--- src/common/stx_pkg.sv ---
package stx_pkg;

  // Default widths of the core datapath
  localparam int DATA_W  = 8;
  localparam int PROG_W  = 14;
  localparam int PROG_AW = 11;
  localparam int PAGE_W  = 3;
  localparam int MEM_AW  = 7;
  localparam int BIT_W   = 3;

  // Reset values
  localparam logic [7:0] ACC_RESET   = 8'h00;
  localparam logic [7:0] HIGH_RESET  = 8'h00;
  localparam logic       ZERO_RESET  = 1'b0;

  // Operation codes presented by the instruction decoder
  typedef enum logic [3:0] {
    OP_IDLE             = 4'h0,
    OP_NIBBLE_SWAP_ACC  = 4'h1,
    OP_SKIP_IF_ZERO     = 4'h2,
    OP_MOVE_SKIP_ZERO   = 4'h3,
    OP_SKIP_BIT_CLEAR   = 4'h4,
    OP_TABLE_READ_CUR   = 4'h5,
    OP_TABLE_READ_LAST  = 4'h6,
    OP_XOR_ACC_MEM      = 4'h7,
    OP_XOR_TO_MEMORY    = 4'h8,
    OP_XOR_IMM          = 4'h9
  } stx_op_t;

  // Execution sequencer, Gray coded along idle -> dummy and idle -> table
  typedef enum logic [1:0] {
    ST_IDLE  = 2'h0,
    ST_DUMMY = 2'h1,
    ST_TABLE = 2'h2
  } stx_state_t;

endpackage

--- src/common/stx_op_if.sv ---
`timescale 1ns/100ps
interface stx_op_if #(
  parameter int DATA_W = stx_pkg::DATA_W,
  parameter int BIT_W  = stx_pkg::BIT_W
);
  stx_pkg::stx_op_t    op;
  logic [DATA_W-1:0]   mem_byte;
  logic [DATA_W-1:0]   acc;
  logic [DATA_W-1:0]   imm;
  logic [BIT_W-1:0]    bit_sel;
  logic [DATA_W-1:0]   result;
  logic                result_zero;
  logic                skip;
  logic                writes_acc;
  logic                writes_mem;
  logic                writes_zero;

  modport exec (
    output op, mem_byte, acc, imm, bit_sel,
    input  result, result_zero, skip, writes_acc, writes_mem, writes_zero
  );
  modport alu (
    input  op, mem_byte, acc, imm, bit_sel,
    output result, result_zero, skip, writes_acc, writes_mem, writes_zero
  );
endinterface

--- src/rtl/stx_alu.sv ---
`timescale 1ns/100ps
module stx_alu #(
  parameter int DATA_W = stx_pkg::DATA_W
) (
  // Operands in, result and write enables out
  stx_op_if.alu opi
);
  localparam int HALF = DATA_W / 2;

  function automatic logic f_is_zero(input logic [DATA_W-1:0] v);
    return v == '0;
  endfunction

  always_comb begin
    opi.result      = '0;
    opi.skip        = 1'b0;
    opi.writes_acc  = 1'b0;
    opi.writes_mem  = 1'b0;
    opi.writes_zero = 1'b0;
    case (opi.op)
      stx_pkg::OP_NIBBLE_SWAP_ACC: begin
        // Memory stays untouched, only the accumulator takes the swap
        opi.result     = {opi.mem_byte[HALF-1:0], opi.mem_byte[DATA_W-1:HALF]};
        opi.writes_acc = 1'b1;
      end
      stx_pkg::OP_SKIP_IF_ZERO: begin
        opi.skip = f_is_zero(opi.mem_byte);
      end
      stx_pkg::OP_MOVE_SKIP_ZERO: begin
        opi.result     = opi.mem_byte;
        opi.writes_acc = 1'b1;
        opi.skip       = f_is_zero(opi.mem_byte);
      end
      stx_pkg::OP_SKIP_BIT_CLEAR: begin
        opi.skip = ~opi.mem_byte[opi.bit_sel];
      end
      stx_pkg::OP_XOR_ACC_MEM: begin
        opi.result      = opi.acc ^ opi.mem_byte;
        opi.writes_acc  = 1'b1;
        opi.writes_zero = 1'b1;
      end
      stx_pkg::OP_XOR_TO_MEMORY: begin
        opi.result      = opi.acc ^ opi.mem_byte;
        opi.writes_mem  = 1'b1;
        opi.writes_zero = 1'b1;
      end
      stx_pkg::OP_XOR_IMM: begin
        opi.result      = opi.acc ^ opi.imm;
        opi.writes_acc  = 1'b1;
        opi.writes_zero = 1'b1;
      end
      default: begin
        opi.result = '0;
      end
    endcase
  end

  assign opi.result_zero = f_is_zero(opi.result);
endmodule

--- src/rtl/stx_exec.sv ---
`timescale 1ns/100ps
// Function
// - Swap to accumulator: low nibble from bits 7..4, high nibble from bits 3..0.
// - Byte test: zero byte discards prefetch, dummy cycle, 2 cycles; else 1 cycle.
// - Move-and-skip copies byte to accumulator; zero byte also skips, 2 cycles.
// - Bit test: selected bit clear discards prefetch, 2 cycles; else 1 cycle.
// - Current-page table read: low byte to memory, high byte to latch.
// - Last-page table read: low byte to memory, high byte to latch.
// - Accumulator xor memory into accumulator, zero flag from result.
// - Xor to memory writes back the byte, only zero flag changes.
// - Accumulator xor immediate into accumulator, zero flag updated.
// - Swap to accumulator leaves the data byte unmodified.
module stx_exec #(
  parameter int DATA_W  = stx_pkg::DATA_W,
  parameter int PROG_W  = stx_pkg::PROG_W,
  parameter int PROG_AW = stx_pkg::PROG_AW,
  parameter int PAGE_W  = stx_pkg::PAGE_W,
  parameter int MEM_AW  = stx_pkg::MEM_AW,
  parameter int BIT_W   = stx_pkg::BIT_W
) (
  // Clock and reset
  input  wire logic                        core_clk,
  input  wire logic                        resetn,
  // Instruction request
  input  wire logic                        op_valid,
  output logic                             op_ready,
  input  wire stx_pkg::stx_op_t            op_code,
  input  wire logic [MEM_AW-1:0]           op_addr,
  input  wire logic [BIT_W-1:0]            op_bit,
  input  wire logic [DATA_W-1:0]           op_imm,
  input  wire logic [DATA_W-1:0]           mem_rdata,
  // Table addressing
  input  wire logic [PAGE_W-1:0]           pc_page,
  input  wire logic [PROG_AW-PAGE_W-1:0]   table_pointer,
  // Program memory port
  output logic                             prog_req,
  output logic [PROG_AW-1:0]               prog_addr,
  input  wire logic [PROG_W-1:0]           prog_rdata,
  input  wire logic                        prog_ack,
  // Data memory write port
  output logic                             mem_we,
  output logic [MEM_AW-1:0]                mem_waddr,
  output logic [DATA_W-1:0]                mem_wdata,
  // Core state
  output logic [DATA_W-1:0]                acc,
  output logic [PROG_W-DATA_W-1:0]         table_high_latch,
  output logic                             zero_flag,
  output logic                             skip_flush,
  output logic                             done
);
  localparam int HIGH_W = PROG_W - DATA_W;
  localparam int HALF   = DATA_W / 2;

  logic                       rst_meta_reg;
  logic                       rst_sync_reg;
  logic                       rst_n;
  stx_pkg::stx_state_t        state_reg;
  stx_pkg::stx_state_t        state_next;
  logic                       take;
  logic                       table_op;
  logic                       table_done;
  logic [DATA_W-1:0]          acc_reg;
  logic [HIGH_W-1:0]          high_reg;
  logic                       zero_reg;
  logic                       mem_we_reg;
  logic [MEM_AW-1:0]          mem_waddr_reg;
  logic [DATA_W-1:0]          mem_wdata_reg;
  logic [PROG_AW-1:0]         prog_addr_reg;
  logic                       done_reg;

  stx_op_if #(.DATA_W(DATA_W), .BIT_W(BIT_W)) opi ();

  stx_alu #(.DATA_W(DATA_W)) stx_alu_i (
    .opi (opi.alu)
  );

  // Release reset synchronously so all flops reset by rst_n leave reset on one edge
  always_ff @(posedge core_clk or negedge resetn) begin
    if (!resetn) begin
      rst_meta_reg <= 1'b0;
      rst_sync_reg <= 1'b0;
    end else begin
      rst_meta_reg <= 1'b1;
      rst_sync_reg <= rst_meta_reg;
    end
  end
  assign rst_n = rst_sync_reg;

  assign opi.op       = op_code;
  assign opi.mem_byte = mem_rdata;
  assign opi.acc      = acc_reg;
  assign opi.imm      = op_imm;
  assign opi.bit_sel  = op_bit;

  assign op_ready   = (state_reg == stx_pkg::ST_IDLE);
  assign take       = op_valid && op_ready;
  assign table_op   = (op_code == stx_pkg::OP_TABLE_READ_CUR) ||
                      (op_code == stx_pkg::OP_TABLE_READ_LAST);
  assign table_done = (state_reg == stx_pkg::ST_TABLE) && prog_ack;

  always_comb begin
    state_next = state_reg;
    case (state_reg)
      stx_pkg::ST_IDLE: begin
        if (take && opi.skip) begin
          state_next = stx_pkg::ST_DUMMY;
        end else if (take && table_op) begin
          state_next = stx_pkg::ST_TABLE;
        end
      end
      stx_pkg::ST_DUMMY: begin
        state_next = stx_pkg::ST_IDLE;
      end
      stx_pkg::ST_TABLE: begin
        if (prog_ack) begin
          state_next = stx_pkg::ST_IDLE;
        end
      end
      default: begin
        state_next = stx_pkg::ST_IDLE;
      end
    endcase
  end

  always_ff @(posedge core_clk or negedge rst_n) begin
    if (!rst_n) begin
      state_reg <= stx_pkg::ST_IDLE;
    end else begin
      state_reg <= state_next;
    end
  end

  always_ff @(posedge core_clk or negedge rst_n) begin
    if (!rst_n) begin
      acc_reg <= stx_pkg::ACC_RESET[DATA_W-1:0];
    end else if (take && opi.writes_acc) begin
      acc_reg <= opi.result;
    end
  end

  // Only the xor group touches the flag; every other op holds it
  always_ff @(posedge core_clk or negedge rst_n) begin
    if (!rst_n) begin
      zero_reg <= stx_pkg::ZERO_RESET;
    end else if (take && opi.writes_zero) begin
      zero_reg <= opi.result_zero;
    end
  end

  // Table pointer selects the word within the current or the last page
  always_ff @(posedge core_clk or negedge rst_n) begin
    if (!rst_n) begin
      prog_addr_reg <= '0;
    end else if (take && op_code == stx_pkg::OP_TABLE_READ_LAST) begin
      prog_addr_reg <= {{PAGE_W{1'b1}}, table_pointer};
    end else if (take && op_code == stx_pkg::OP_TABLE_READ_CUR) begin
      prog_addr_reg <= {pc_page, table_pointer};
    end
  end

  always_ff @(posedge core_clk or negedge rst_n) begin
    if (!rst_n) begin
      high_reg <= stx_pkg::HIGH_RESET[HIGH_W-1:0];
    end else if (table_done) begin
      high_reg <= prog_rdata[PROG_W-1:DATA_W];
    end
  end

  // Destination address held through the table fetch
  always_ff @(posedge core_clk or negedge rst_n) begin
    if (!rst_n) begin
      mem_we_reg    <= 1'b0;
      mem_waddr_reg <= '0;
      mem_wdata_reg <= '0;
    end else begin
      mem_we_reg <= (take && opi.writes_mem) || table_done;
      if (take) begin
        mem_waddr_reg <= op_addr;
      end
      if (table_done) begin
        mem_wdata_reg <= prog_rdata[DATA_W-1:0];
      end else if (take && opi.writes_mem) begin
        mem_wdata_reg <= opi.result;
      end
    end
  end

  always_ff @(posedge core_clk or negedge rst_n) begin
    if (!rst_n) begin
      done_reg <= 1'b0;
    end else begin
      done_reg <= (take && !table_op) || table_done;
    end
  end

  assign acc              = acc_reg;
  assign zero_flag        = zero_reg;
  assign table_high_latch = high_reg;
  assign mem_we           = mem_we_reg;
  assign mem_waddr        = mem_waddr_reg;
  assign mem_wdata        = mem_wdata_reg;
  assign prog_addr        = prog_addr_reg;
  assign prog_req         = (state_reg == stx_pkg::ST_TABLE);
  // Dummy slot stands in for the discarded prefetch
  assign skip_flush       = (state_reg == stx_pkg::ST_DUMMY);
  assign done             = done_reg;

  property p_swap;
    @(posedge core_clk) disable iff (!rst_n)
    take && op_code == stx_pkg::OP_NIBBLE_SWAP_ACC |=>
      acc == {$past(mem_rdata[HALF-1:0]), $past(mem_rdata[DATA_W-1:HALF])};
  endproperty
  a_swap: assert property (p_swap) else $error("swap result wrong");

  property p_skip_zero;
    @(posedge core_clk) disable iff (!rst_n)
    take && op_code == stx_pkg::OP_SKIP_IF_ZERO && mem_rdata == '0 |=>
      skip_flush && !op_ready ##1 !skip_flush && op_ready;
  endproperty
  a_skip_zero: assert property (p_skip_zero) else $error("zero byte skip wrong");

  property p_no_skip;
    @(posedge core_clk) disable iff (!rst_n)
    take && op_code == stx_pkg::OP_SKIP_IF_ZERO && mem_rdata != '0 |=> !skip_flush && op_ready;
  endproperty
  a_no_skip: assert property (p_no_skip) else $error("nonzero byte skipped");

  property p_move_skip;
    @(posedge core_clk) disable iff (!rst_n)
    take && op_code == stx_pkg::OP_MOVE_SKIP_ZERO |=>
      acc == $past(mem_rdata) && skip_flush == ($past(mem_rdata) == '0);
  endproperty
  a_move_skip: assert property (p_move_skip) else $error("move skip wrong");

  property p_bit_skip;
    @(posedge core_clk) disable iff (!rst_n)
    take && op_code == stx_pkg::OP_SKIP_BIT_CLEAR |=>
      skip_flush == !$past(mem_rdata[op_bit]);
  endproperty
  a_bit_skip: assert property (p_bit_skip) else $error("bit skip wrong");

  property p_table_cur;
    @(posedge core_clk) disable iff (!rst_n)
    take && op_code == stx_pkg::OP_TABLE_READ_CUR |=>
      prog_req && prog_addr == {$past(pc_page), $past(table_pointer)};
  endproperty
  a_table_cur: assert property (p_table_cur) else $error("current page address wrong");

  property p_table_last;
    @(posedge core_clk) disable iff (!rst_n)
    take && op_code == stx_pkg::OP_TABLE_READ_LAST |=>
      prog_req && prog_addr == {{PAGE_W{1'b1}}, $past(table_pointer)};
  endproperty
  a_table_last: assert property (p_table_last) else $error("last page address wrong");

  property p_table_write;
    @(posedge core_clk) disable iff (!rst_n)
    table_done |=> mem_we && mem_wdata == $past(prog_rdata[DATA_W-1:0]) &&
      table_high_latch == $past(prog_rdata[PROG_W-1:DATA_W]) && $stable(zero_flag);
  endproperty
  a_table_write: assert property (p_table_write) else $error("table word split wrong");

  property p_xor_acc;
    @(posedge core_clk) disable iff (!rst_n)
    take && op_code == stx_pkg::OP_XOR_ACC_MEM |=>
      acc == ($past(acc) ^ $past(mem_rdata)) && zero_flag == (acc == '0);
  endproperty
  a_xor_acc: assert property (p_xor_acc) else $error("xor to acc wrong");

  property p_xor_mem;
    @(posedge core_clk) disable iff (!rst_n)
    take && op_code == stx_pkg::OP_XOR_TO_MEMORY |=> mem_we && $stable(acc) &&
      mem_wdata == ($past(acc) ^ $past(mem_rdata)) && zero_flag == (mem_wdata == '0);
  endproperty
  a_xor_mem: assert property (p_xor_mem) else $error("xor to memory wrong");

  property p_xor_imm;
    @(posedge core_clk) disable iff (!rst_n)
    take && op_code == stx_pkg::OP_XOR_IMM |=>
      acc == ($past(acc) ^ $past(op_imm)) && zero_flag == (acc == '0) && !mem_we;
  endproperty
  a_xor_imm: assert property (p_xor_imm) else $error("xor immediate wrong");

  property p_swap_keeps_mem;
    @(posedge core_clk) disable iff (!rst_n)
    take && op_code == stx_pkg::OP_NIBBLE_SWAP_ACC |=> !mem_we;
  endproperty
  a_swap_keeps_mem: assert property (p_swap_keeps_mem) else $error("swap wrote memory");

  property p_flags_hold;
    @(posedge core_clk) disable iff (!rst_n)
    take && op_code inside {stx_pkg::OP_NIBBLE_SWAP_ACC, stx_pkg::OP_SKIP_IF_ZERO,
      stx_pkg::OP_MOVE_SKIP_ZERO, stx_pkg::OP_SKIP_BIT_CLEAR, stx_pkg::OP_TABLE_READ_CUR,
      stx_pkg::OP_TABLE_READ_LAST} |=> $stable(zero_flag);
  endproperty
  a_flags_hold: assert property (p_flags_hold) else $error("zero flag changed");
endmodule

--- config.mk ---
export PLATFORM = sky130hd
export DESIGN_NAME = stx_exec
export DESIGN_NICKNAME = d
export VERILOG_FILES = /design/src/common/stx_pkg.sv /design/src/common/stx_op_if.sv /design/src/rtl/stx_alu.sv /design/src/rtl/stx_exec.sv
export SDC_FILE = /design/constraint.sdc
export NUM_CORES = 1
export LEC_CHECK = 0
export BUFFER_PORTS_ARGS = -buffer_cell sky130_fd_sc_hd__buf_2
export CORE_MARGIN = 4
export CORE_UTILIZATION = 24
export DETAILED_ROUTE_END_ITERATION = 12
export SYNTH_ARGS = -nofsm -noshare
export SYNTH_HDL_FRONTEND = slang
export SYNTH_SLANG_ARGS = --single-unit
--- constraint.sdc ---
create_clock -name core_clk -period 1.6 [get_ports core_clk]
set_clock_uncertainty 0.2 [all_clocks]
set_input_delay 0.08 -clock core_clk [delete_from_list [all_inputs] [get_ports core_clk]]
set_output_delay 0.08 -clock core_clk [all_outputs]
set_load 0.03 [all_outputs]
# Word level (Yosys, flattened, before mapping)
# Index checks and enable logic that the tools add are counted.
[totals]
regBits = 47
in_bits = 59
out_inout_bits = 46
wordCells = 67
[op_classes]
n_lt_le_gt_ge = 1
eq_ne = 13
mux = 15
n_bitwise = 3
n_reduce_logical = 24
[ops]
columns = ["cell", "count"]
rows = [
  ["8-bit case mux with 4 select lines", 1],
  ["11-bit two-way mux", 2],
  ["4-bit by 3-bit equality test with 1-bit output (second input constant)", 4],
  ["8-bit zero test", 2],
  ["8-bit two-way mux", 2],
  ["8-bit bitwise XOR", 2],
  ["1-bit logical AND", 10],
  ["4-bit by 2-bit equality test with 1-bit output (second input constant)", 2],
  ["4-bit equality test (second input constant)", 2],
  ["2-bit two-way mux", 3],
  ["4-bit by 1-bit equality test with 1-bit output (second input constant)", 1],
  ["3-bit by 4-bit less-than comparator with 1-bit output (second input constant)", 1],
  ["1-bit two-way mux", 4],
  ["2-bit case mux with 2 select lines", 1],
  ["2-bit nonzero test", 2],
  ["2-bit OR reduction", 2],
  ["4-bit OR reduction", 1],
  ["1-bit binary-select mux with 3-bit select", 1],
  ["1-bit logical OR", 3],
  ["3-bit by 1-bit != test with 1-bit output (second input constant)", 1],
  ["3-bit OR reduction", 1],
  ["2-bit by 1-bit equality test with 1-bit output (second input constant)", 1],
  ["2-bit equality test (second input constant)", 1],
  ["2-bit zero test", 1],
  ["5 further kinds", 5],
]

# Logic depth before layout (Yosys ltp)
# Gate-level depths: netlist of run 1.
[logic_depth]
depth_word = 7
ltp_mapped = 8
ltp_nobuf = 6

# Hierarchy
# Synthesis of run 1 repeated with hierarchy kept, for this count alone.
[hier_totals]
cells_unflattened = 189
hier_area_um2 = 2511.2
[modules_own_cells]
columns = ["mod", "n_inst", "cells_per_inst", "area_each_um2", "seq_area_each_um2"]
rows = [
  ["stx_exec", 1, 133, 2009.4, 1176.1],
  ["stx_alu", 1, 56, 501.7, 0.0],
]

# Least setup slack after synthesis of run 1
# OpenSTA, ideal clock, no wires.
[synth_timing]
path_type = "register -> register"
start = "register state_reg[0]"
end = "register mem_wdata_reg[0] (netlist: mem_wdata[0])"
setup_ps = 131
arrival_ps = 2021
required_time_ps = 1269
path_slack_ps = -752
path_stages_with_launch = 7
path_buffers = 0
synth_period_minus_slack_ps = 2352
path_cell_list = "dfrtp_1 > nor2_1 > nand2_1 > nor4_2 > nor2_1 > a22oi_1 > o21ai_0"
[synth_between]
elab_chain_cells = 4
elab_cells_between_ends = 7
cone_classes = "1 x eq/ne; 1 x mux; 5 x reduce/logical"
[synth_lines]
columns = ["item", "line_no", "text"]
rows = [
  ["start, declared", "stx_exec.sv:57", "stx_pkg::stx_state_t state_reg;"],
  ["start signal, assigned", "stx_exec.sv:127", "state_reg <= stx_pkg::ST_IDLE;"],
  ["start signal, assigned", "stx_exec.sv:129", "state_reg <= state_next;"],
  ["2-bit zero test", "stx_exec.sv:95", "assign op_ready = (state_reg == stx_pkg::ST_IDLE);"],
  ["net op_ready", "stx_exec.sv:26", "output logic op_ready,"],
  ["1-bit logical AND", "stx_exec.sv:96", "assign take = op_valid && op_ready;"],
  ["1-bit logical AND", "stx_exec.sv:182", "end else if (take && opi.writes_mem) begin"],
  ["2-bit nonzero test (no line)", "-", ""],
  ["end signal, assigned", "stx_exec.sv:181", "mem_wdata_reg <= prog_rdata[DATA_W-1:0];"],
  ["end signal, assigned", "stx_exec.sv:183", "mem_wdata_reg <= opi.result;"],
  ["end, declared", "stx_exec.sv:67", "logic [DATA_W-1:0] mem_wdata_reg;"],
]
# The timed path passes the listed nets, and every way through them passes these cells.
# A chain may end at the register's enable or synchronous reset.

# Final worst setup path of run 1
[layout_timing]
start = "register state_reg[1]"
end = "register prog_addr_reg[9] (netlist: prog_addr[9])"
[layout_between]
elab_chain_cells = 4
elab_cells_between_ends = 6
cone_classes = "1 x mux; 5 x reduce/logical"
[layout_lines]
columns = ["item", "line_no", "text"]
rows = [
  ["2-bit zero test *", "stx_exec.sv:95", ""],
  ["1-bit logical AND *", "stx_exec.sv:96", ""],
  ["1-bit logical AND, on equally long branches", "stx_exec.sv:154, stx_exec.sv:156", ""],
  ["11-bit two-way mux / 2-bit nonzero test (equally long branches)", "-", ""],
  ["end signal, assigned", "stx_exec.sv:155", "prog_addr_reg <= {{PAGE_W{1'b1}}, table_pointer};"],
  ["end signal, assigned", "stx_exec.sv:157", "prog_addr_reg <= {pc_page, table_pointer};"],
  ["end, declared", "stx_exec.sv:68", "logic [PROG_AW-1:0] prog_addr_reg;"],
]
# Mark *: on every way between the ends. The rest lies on a longest branch, timed or not.

==> metrics.txt, run 1 <==
Initial Util=24.99%; placer congestion estimate=0.8601; CP Class=reg -> reg; overall power=4.113 mW; hold_sp=mem_rdata[3]; Hold EP=state_reg[0]; worst hold stages=4; mean number of vias per cell=4.443; min cycle time layout=1641 ps; Crit. End Element=flop; via count=2377; total core area=9371 um2; sequential element share of the synthesized area=50.21%; Synth Instances=224; Synth warnings=0; Placement Cell Area=3316 um2; Die Ht=106.8 um; Worst-Margin Slew=560.7 ps; Max Root-Sink Buffers=2; wire per inst=14.75 um; Critical Path Start Type=flop; Worst Hold Class=in -> reg; crit-path cells=nor2_4, buf_6, and2_4, nand2_4, o31ai_2, a21oi_1; Critical R2R Capture=prog_addr[9]; number of distinct library cells after synthesis=33; R2R depth=6; Yosys top cell by area=dfrtp_1; maxcap violations=0; CTS Sinks=47; Mapped Nets=283; register-to-register setup slack=-40 ps; first-pass GRT wire length=12.29 mm; syn avg cell area=10.46 um2; status=finished, violations left; First DRT Iteration DRCs=89; initial antenna violation count=0; pin count of the biggest net entering global routing=46; asr flop ratio synth=100.0%; Post-synth top cells=47 x dfrtp_1, 34 x nand2_1, 22 x nor2_1; Max Slew Vio Count=0; Clock transition at path regs=100 ps; crit path DAT=1630 ps; Die Span X=106.8 um; critical path fanouts, max=5; vias in the first global route=2479; fin util=43.64%; Final Instance Area=4090 um2; Pleak=1.964 nW; Critical Path RT=1590 ps; Global Route Usage Sum=13.34%; io pins=105; Syn-to-layout area delta=74.63%; # DRC=0; htree depth=2; Final Worst Setup Slack=-41.29 ps; clock tree from TritonCTS=done; total CTS buffers=5; CP peak stage delay=430 ps; slew margin rel.=61.55%; Routed Antenna Nets=0; pwr/cell area=1005 nW/um2; PortBufs=104; Max Freq=0.6093 GHz; top-area cell type share of the netlist area=50.21%; Synth Register Bits=47; Synth Flop Type=dfrtp_1; Area contributors post-synth=dfrtp_1 50%, mux2i_1 7.7%, mux2_2 6.7%; final critical-path share of the clock period=102.6%; WL final=7.889 mm; Mapped Area=2342 um2; Die Footprint=11400 um2; fraction of layout cells with a size suffix above 1=49.51%; RSZ-0062 raised after global routing=yes; final hold slack=2.354 ps; Worst R2R Start=state_reg[1]; num rows=35; slowest library cell on the worst path=dfrtp_1; VDD IR-drop max=0.5140 mV; Layout Nets=464; most frequent cell after synthesis=dfrtp_1; Worst-Skew Late Latency=300 ps; clk root buf=clkbuf_8; grt ovf=0; Post-synth EDFFs=0; Final Hold Violating Endpoints=0; DP Wirelength=5.259 mm; n_diodes=0; failing checks=negative setup slack; Filler cells=915; flip-flop count of the largest register after layout=11; Setup violations, final=24; Initial DRT Pass Iterations=4
worst max-delay path, delay by kind of cell (launching register included):
family | cells | cell delay (ps)
buffers and inverters | 1 | 110
and+or+nand+nor | 3 | 500
AOI/OAI and AO/OA | 2 | 290
DFF | 1 | 430
cell usage in the layout, fill, tap and decap left out, types with 3 or more instances in the layout:
cell type and instances:
mux2_4 6, buf_12 4, buf_4 28, a21oi_2 5
mux2i_1 17, and2_4 3, buf_2 102, a21oi_1 8
o21ai_1 10, o31ai_2 3, nand4_1 3, nand2b_1 5
xnor2_1 9, a21o_1 4, buf_6 7, nand2_1 31
clkbuf_8 7, mux2_2 8, nor2_1 19, dfrtp_1 45
nor2_4 3, a211oi_2 4, dlygate4sd3_1 40
worst max-delay path by stage:
| stage | cells past startpoint | endpoint | slack [ps] | from |
|---|---|---|---|---|
| detailed placement | 8 | zero_flag | -410 | op_code[2] |
| finish | 6 | prog_addr[9] | -40 | state_reg[1] |
| global placement | 8 | zero_flag | -330 | op_code[2] |
| CTS | 6 | mem_wdata[1] | -40 | state_reg[0] |
| global route | 6 | prog_addr[9] | -100 | state_reg[1] |
| floorplan | 8 | zero_flag | -170 | op_code[1] |
power by group:
part | leakage, nW | switching (mW) | internal [mW]
Combinational | 1.33 | 1.01 | 0.706
Sequential | 0.587 | 0.145 | 1.44
Clock | 0.0505 | 0.422 | 0.394
Total | 1.96 | 1.58 | 2.54
stage by stage:
step                setup TNS [ps]  setup WS [ps]  instances
floorplan                    -2625         -170.1        224
global placement             -3287         -334.4        475
detailed placement           -3950         -414.1        475
CTS                         -384.2         -38.81        531
global route                 -2178         -101.2        535
finish                      -408.4         -41.29        535
repair_timing:
action | 4_1_cts | 5_1_grt
resized for setup | 28 | 14
endpoints found under the hold margin | 36 | 0
pin swaps | 23 | 15
gates cloned | 2 | 1
buffers inserted | 6 | 4
hold buffers | 40 | 0
endpoints found under the setup margin | 19 | 35
metal layers:
metal	track usage [%]	part of all wire, %	up-vias
met3	2.709	5.6	7
met4	1.918	0.65	0
met2	23.92	51	80
met5	0	0	-
li1	-	-	1147
met1	16.89	42	1143
final cells by class:
type	instances	area, um2	share of cell area (%)
clock inverters	1	7.507	0.1835
clock buffers	7	96.34	2.355
repair buffers	182	1308	31.97
multi-input cells	167	1331	32.55
inverters	2	7.507	0.1835
well taps	129	161.4	3.946
flip-flops and latches	47	1179	28.82
cell families after synthesis:
kind of cell,Yosys count,share of synthesized area [%]
other,1,0.1601
multiplexers,34,16.35
AO/OA/AOI/OAI,44,11.91
XOR/XNOR,9,3.366
buffers and inverters,12,2.671
flip-flops,47,50.21
AND/OR/NAND/NOR,77,15.33
(Power assumes the default switching activity.)
==> run 2: changes to the inputs <==
--- a/config.mk
+++ b/config.mk
@@ -5,10 +5,13 @@
 export SDC_FILE = /design/constraint.sdc
 export NUM_CORES = 1
 export LEC_CHECK = 0
+export ABC_AREA = 1
 export BUFFER_PORTS_ARGS = -buffer_cell sky130_fd_sc_hd__buf_2
 export CORE_MARGIN = 4
 export CORE_UTILIZATION = 24
+export CTS_CLUSTER_SIZE = 28
 export DETAILED_ROUTE_END_ITERATION = 12
+export RECOVER_POWER = 25
 export SYNTH_ARGS = -nofsm -noshare
 export SYNTH_HDL_FRONTEND = slang
 export SYNTH_SLANG_ARGS = --single-unit
==> run 2 against run 1 <==
  * Critical endpoint is now mem_wdata[2]
  * The flow now finishes without violations
  * Register-to-register slack gained 60 ps
  * Sequential power grew 3%
  * Total power shrank 2.8%
  * Utilization shrank 3.3 points
  * Global-route usage grew 1.2 points
  * Largest power group unchanged
  * First-iteration DRC count grew 56%
  * Flip-flop and latch count is the same
  * Count of clock-buffer cells in the layout shrank 1
  * Largest cell class is now buffers
  * Hold slack gained 22 ps
==> metrics.txt, run 2 <==
hold_sp=op_code[0]; Die Span X=109.2 um; Max Freq=0.6331 GHz; fin util=40.33%; total core area=9864 um2; final critical-path share of the clock period=98.72%; Post-synth top cells=129 x nand2_1, 47 x dfrtp_1, 38 x inv_1; first-pass GRT wire length=13.53 mm; Critical Path Start Type=flop; placed cells=592; area occupied by multi-input gates=1184 um2; Critical R2R Capture=mem_wdata[2]; clock tree from TritonCTS=done; Area contributors post-synth=dfrtp_1 48%, nand2_1 20%, inv_1 5.8%; Die Footprint=11930 um2; CP delay by family, top=simple AND/OR/NAND/NOR gates; htree depth=2; Synth Instances=334; final hold slack=24.62 ps; slew margin rel.=57.72%; Global Route Usage Sum=14.50%; Worst-Margin Slew=634.2 ps; Final Instance Area=3979 um2; commonest non-fill, non-tap cell in the layout=nand2_1; grt ovf=0; Crit. End Element=flop; critical path fanouts, max=6; Max Root-Sink Buffers=2; crit path DAT=1570 ps; Post-synth EDFFs=0; min cycle time layout=1580 ps; flip-flop and latch area=1177 um2; First DRT Iteration DRCs=139; Clock transition at path regs=80 ps; commonest cells after routing, fill and taps aside=122 x nand2_1, 104 x buf_2, 46 x dfrtp_1, 44 x dlygate4sd3_1, 34 x inv_1; asr flop ratio synth=100.0%; Pleak=2.134 nW; number of distinct library cells after synthesis=26; DP Wirelength=6.245 mm; CP Class=reg -> reg; CTS Sinks=47; worst path bufs/invs=1; Final Hold Violating Endpoints=0; Worst Hold Class=in -> reg; post-route insts no fill=648; Setup violations, final=0; # DRC=0; clk root buf=clkbuf_8; RSZ-0062 raised after global routing=yes; flip-flop count of the largest register after layout=11; Critical Path RT=1590 ps; wire per inst=13.03 um; vias in the first global route=2828; Synth warnings=0; Hold EP=state_reg[0]; Filler cells=1027; io pins=105; register-to-register setup slack=20 ps; Die Ht=109.2 um; R2R depth=7; Initial Util=24.92%; syn avg cell area=7.361 um2; fraction of layout cells with a size suffix above 1=35.60%; Worst-Skew Late Latency=300 ps; VDD IR-drop max=0.5950 mV; Mapped Area=2459 um2; sequential element share of the synthesized area=47.84%; Layout Nets=573; total CTS buffers=5; PortBufs=104; Initial DRT Pass Iterations=4; initial antenna violation count=1; maxcap violations=0; mean number of vias per cell=4.285; Yosys top cell by area=dfrtp_1; status=finished clean; num rows=36; Placement Cell Area=3332 um2; Routed Antenna Nets=0; Mapped Nets=393; worst hold stages=5; placer congestion estimate=0.8501; cell mode on critical path=nor2_4; Synth Register Bits=47; Worst R2R Start=state_reg[0]; most frequent cell after synthesis=nand2_1; CP peak stage delay=430 ps; Synth Flop Type=dfrtp_1; via count=2777; top-area cell type share of the netlist area=47.84%; pwr/cell area=1004 nW/um2; WL final=8.445 mm; pin count of the biggest net entering global routing=25; Syn-to-layout area delta=61.83%; slowest library cell on the worst path=dfrtp_1; Max Slew Vio Count=0; crit-path cells=nor2_4, nand2_4, nor3_4, nor2_4, buf_6, a21oi_2, a21oi_1
## run 2: cell count changes in the layout (fill, tap and decap cells not counted), sizes merged, moves of 5 or more
cell	change
nand2	+102
inv	+37
nand3	+24
mux2i	-18
mux2	-14
xnor2	-9
buf	-8
a21oi	+7
o22ai	+7
nand2b	-5
## run 2: worst max-delay path by stage
stage | from | endpoint | depth (start not counted) | slack [ps]
2_1_floorplan | state_reg[1] | zero_flag | 8 | -50
3_3_place_gp | op_code[3] | zero_flag | 11 | -100
3_5_place_dp | op_code[3] | zero_flag | 11 | -100
4_1_cts | state_reg[1] | zero_flag | 7 | 5
5_1_grt | state_reg[0] | mem_wdata[2] | 7 | -90
6_report | state_reg[0] | mem_wdata[2] | 7 | 20
## run 2: layer usage
metal | vias up | global-route usage, % | routed length [um]
met5 | - | 0 | 0
met2 | 68 | 24.61 | 4184
met4 | 0 | 4.096 | 154
li1 | 1410 | - | -
met1 | 1289 | 18.39 | 3666
met3 | 10 | 3.434 | 439
## run 2: final cells by class
cell class / instances / area share, %
flip-flops and latches: 47 / 29.59
multi-input cells: 240 / 29.75
clock inverters: 1 / 0.1887
clock buffers: 6 / 1.824
inverters: 40 / 3.868
well taps: 133 / 4.182
diodes: 1 / 0.06289
repair buffers: 180 / 30.53
## run 2: timing repair
action / CTS / global route
setup buffers: 0 / 6
hold buffers: 44 / 0
endpoints found under the hold margin: 36 / 0
pin swaps: 2 / 11
gates resized for setup: 0 / 30
endpoints found under the setup margin: 3 / 16
## run 2: logic make-up after synthesis
group	Yosys count	synth area share [%]
AND/OR/NAND/NOR	194	33.69
other	1	0.1525
buffers and inverters	47	7.939
AO/OA/AOI/OAI	45	10.38
flip-flops	47	47.84
## run 2: worst reg2reg max path, delay by kind of cell, from the launching register on
family | cells | cell delay [ps]
AOI/OAI and AO/OA | 2 | 150
buffers and inverters | 1 | 130
and+or+nand+nor | 4 | 570
DFF | 1 | 430
## run 2: through the flow
stage | power (mW) | setup TNS [ps] | setup WS, ps
3_5_place_dp | 3.181 | -481.1 | -100.0
5_1_grt | 4.274 | -991.4 | -94.21
2_1_floorplan | 2.615 | -105.5 | -52.94
6_report | 3.996 | 0 | 20.41
4_1_cts | 3.996 | 0 | 5.238
3_3_place_gp | 3.157 | -703.4 | -97.57
## run 2: where the power goes
part	total (mW)	internal, mW	switching (mW)
combinational	1.66	0.573	1.09
clock	0.702	0.301	0.402
sequential	1.63	1.46	0.171
==> run 3: changes to the inputs <==
--- a/config.mk
+++ b/config.mk
@@ -6,11 +6,13 @@
 export NUM_CORES = 1
 export LEC_CHECK = 0
 export ABC_AREA = 1
-export BUFFER_PORTS_ARGS = -buffer_cell sky130_fd_sc_hd__buf_2
+export ABC_CLOCK_PERIOD_IN_PS = 1600
 export CORE_MARGIN = 4
 export CORE_UTILIZATION = 24
+export CTS_BUF_LIST = sky130_fd_sc_hd__clkbuf_4 sky130_fd_sc_hd__clkbuf_8
 export CTS_CLUSTER_SIZE = 28
 export DETAILED_ROUTE_END_ITERATION = 12
+export DONT_BUFFER_PORTS = 1
 export RECOVER_POWER = 25
 export SYNTH_ARGS = -nofsm -noshare
 export SYNTH_HDL_FRONTEND = slang
==> run 3 against run 2 <==
  * The run now ends with negative setup slack left
  * Cell area decreased by 12%
  * Register-to-register slack improved by 50 ps
  * Count of clock-buffer cells in the layout stayed put
  * Utilization down 4.7 points
  * Flip-flop and latch count unchanged
  * Final cell count shrank 16%
  * First-iteration DRC count down 14%
  * Sequential share of layout area up 3.9 points
  * Die area stayed put
  * Sequential power grew 31%
  * Largest cell class is now registers
  * Largest power group is now sequential cells
==> metrics.txt, run 3 (synthesis gave the netlist of run 2 again) <==
status=finished, violations left; failing checks=negative setup slack; mean number of vias per cell=4.509; via count=2462; sequential power share=53.6%; worst hold stages=5; Worst-Skew Late Latency=300 ps; DP Wirelength=6.026 mm; clock tree from TritonCTS=done; commonest non-fill, non-tap cell in the layout=nand2_1; R2R depth=6; Worst-Margin Slew=567.3 ps; Critical Path RT=1610 ps; Initial Util=24.92%; clk root buf=clkbuf_8; pwr/cell area=1130 nW/um2; slowest library cell on the worst path=dlygate4sd3_1; Clock power frac=24.0%; CTS Sinks=47; Global Route Usage Sum=13.78%; vias in the first global route=2537; placed cells=482; P_int=2.351 mW; num rows=36; critical path fanouts, max=3; Layout Nets=471; total CTS buffers=5; grt ovf=0; WL final=8.088 mm; Sw Pwr=1.618 mW; VDD IR-drop max=0.6214 mV; worst path bufs/invs=2; Final Worst Setup Slack=-25.83 ps; total core area=9864 um2; Worst Hold Class=in -> reg; htree depth=2; WP depth=5; # DRC=0; Max Freq=0.6151 GHz; switching share of power=40.77%; Die Ht=109.2 um; Die Footprint=11930 um2; n_diodes=0; post-route insts no fill=546; Pleak=1.738 nW; pin count of the biggest net entering global routing=23; RSZ-0062 raised after global routing=yes; Crit. End Element=flop; Critical Path Start Type=input port; crit-path cells=dlygate4sd3_1, nor2_1, dlygate4sd3_1, nand4_1, a21oi_1; Place WS=-4.104 ps; Die Span X=109.2 um; combinational power share=22.4%; crit path DAT=1640 ps; CP peak stage delay=570 ps; min cycle time layout=1626 ps; io pins=105; first-pass GRT wire length=12.77 mm; Syn-to-layout area delta=42.85%; CP Class=in -> reg; Clock transition at path regs=100 ps; slew margin rel.=62.18%; maxcap violations=0; First DRT Iteration DRCs=119; final critical-path share of the clock period=101.6%; Max Root-Sink Buffers=2; fraction of layout cells with a size suffix above 1=15.98%; Max Slew Vio Count=0; Routed Antenna Nets=0; CP delay by family, top=buffers and inverters; wire per inst=14.81 um; Final Hold Violating Endpoints=0; commonest cells after routing, fill and taps aside=122 x nand2_1, 54 x dlygate4sd3_1, 46 x dfrtp_1, 34 x inv_1, 23 x nand3_1; flip-flop count of the largest register after layout=11; initial antenna violation count=0; placer congestion estimate=0.8655; PortBufs=0; Initial DRT Pass Iterations=4; cell mode on critical path=dlygate4sd3_1; Setup violations, final=1
run 3: cell types whose count changed in the layout (fill, tap and decap cells not counted), moves of 4 or more:
cell	before	now
a21oi_1	14	18
a21oi_2	6	2
buf_2	104	0
buf_4	25	19
buf_6	5	1
dlygate4sd3_1	44	54
run 3: area by class of cell:
cell class / instances / area (um2)
inverters: 40 / 150.1
well taps: 133 / 166.4
clock buffers: 6 / 82.58
flip-flops and latches: 47 / 1177
multi-input cells: 240 / 1152
clock inverters: 2 / 38.79
fillers: 1028 / 6352
repair buffers: 78 / 744.5
run 3: worst paths after layout:
| path | start | to | slack (ps) |
|---|---|---|---|
| worst max-delay path | mem_rdata[3] | state_reg[0] | -30 |
| worst min-delay path | mem_rdata[6] | state_reg[0] | 4 |
| min in group asynchronous | rst_n | prog_addr[9] | 160 |
| worst max register to register | state_reg[0] | prog_addr[9] | 70 |
| max in group asynchronous | rst_n | acc[6] | 660 |
| worst min register to register | rst_meta_reg | rst_n | 150 |
run 3: tightest hold or removal path: stages:
cell     delay [ps]
inv_1            80
nand3_1         100
nor4_1           40
nand4_1          70
a21oi_1          90
run 3: repair_timing:
item                                   in CTS  in global routing
buffers inserted                            0                  2
resized for setup                           0                 16
setup endpoints to repair                   1                 13
hold buffers                               54                  0
endpoints found under the hold margin      42                  0
pin swaps                                   1                  7
run 3: through the flow:
stage	hold WS, ps	cell area, um2	TNS (ps)	utilization [%]	total power, mW
finish	3.534	3512	-25.83	35.60	3.969
global route	27.09	3512	-176.8	35.60	4.203
CTS	0.9769	3441	0	34.88	3.980
detailed placement	-415.5	2779	-4.104	28.17	2.909
global placement	-415.5	2779	0	28.17	2.881
floorplan	-415.6	2481	-105.5	-	2.615
run 3: layer usage:
layer / GRT usage, % / vias to the layer above / part of all wire [%]
li1: - / 1206 / -
met2: 23.33 / 89 / 48
met5: 0 / - / 0
met4: 3.473 / 0 / 1.8
met3: 4.500 / 9 / 8.7
met1: 16.93 / 1158 / 42
run 3: power groups by stage:
stage	Sequential (mW)	Combinational (mW)	Clock, mW
2_1_floorplan	2.19	0.426	0
3_3_place_gp	2.15	0.732	0
3_5_place_dp	2.15	0.761	0
4_1_cts	2.13	0.872	0.979
5_1_grt	2.17	1.01	1.03
6_report	2.13	0.889	0.954
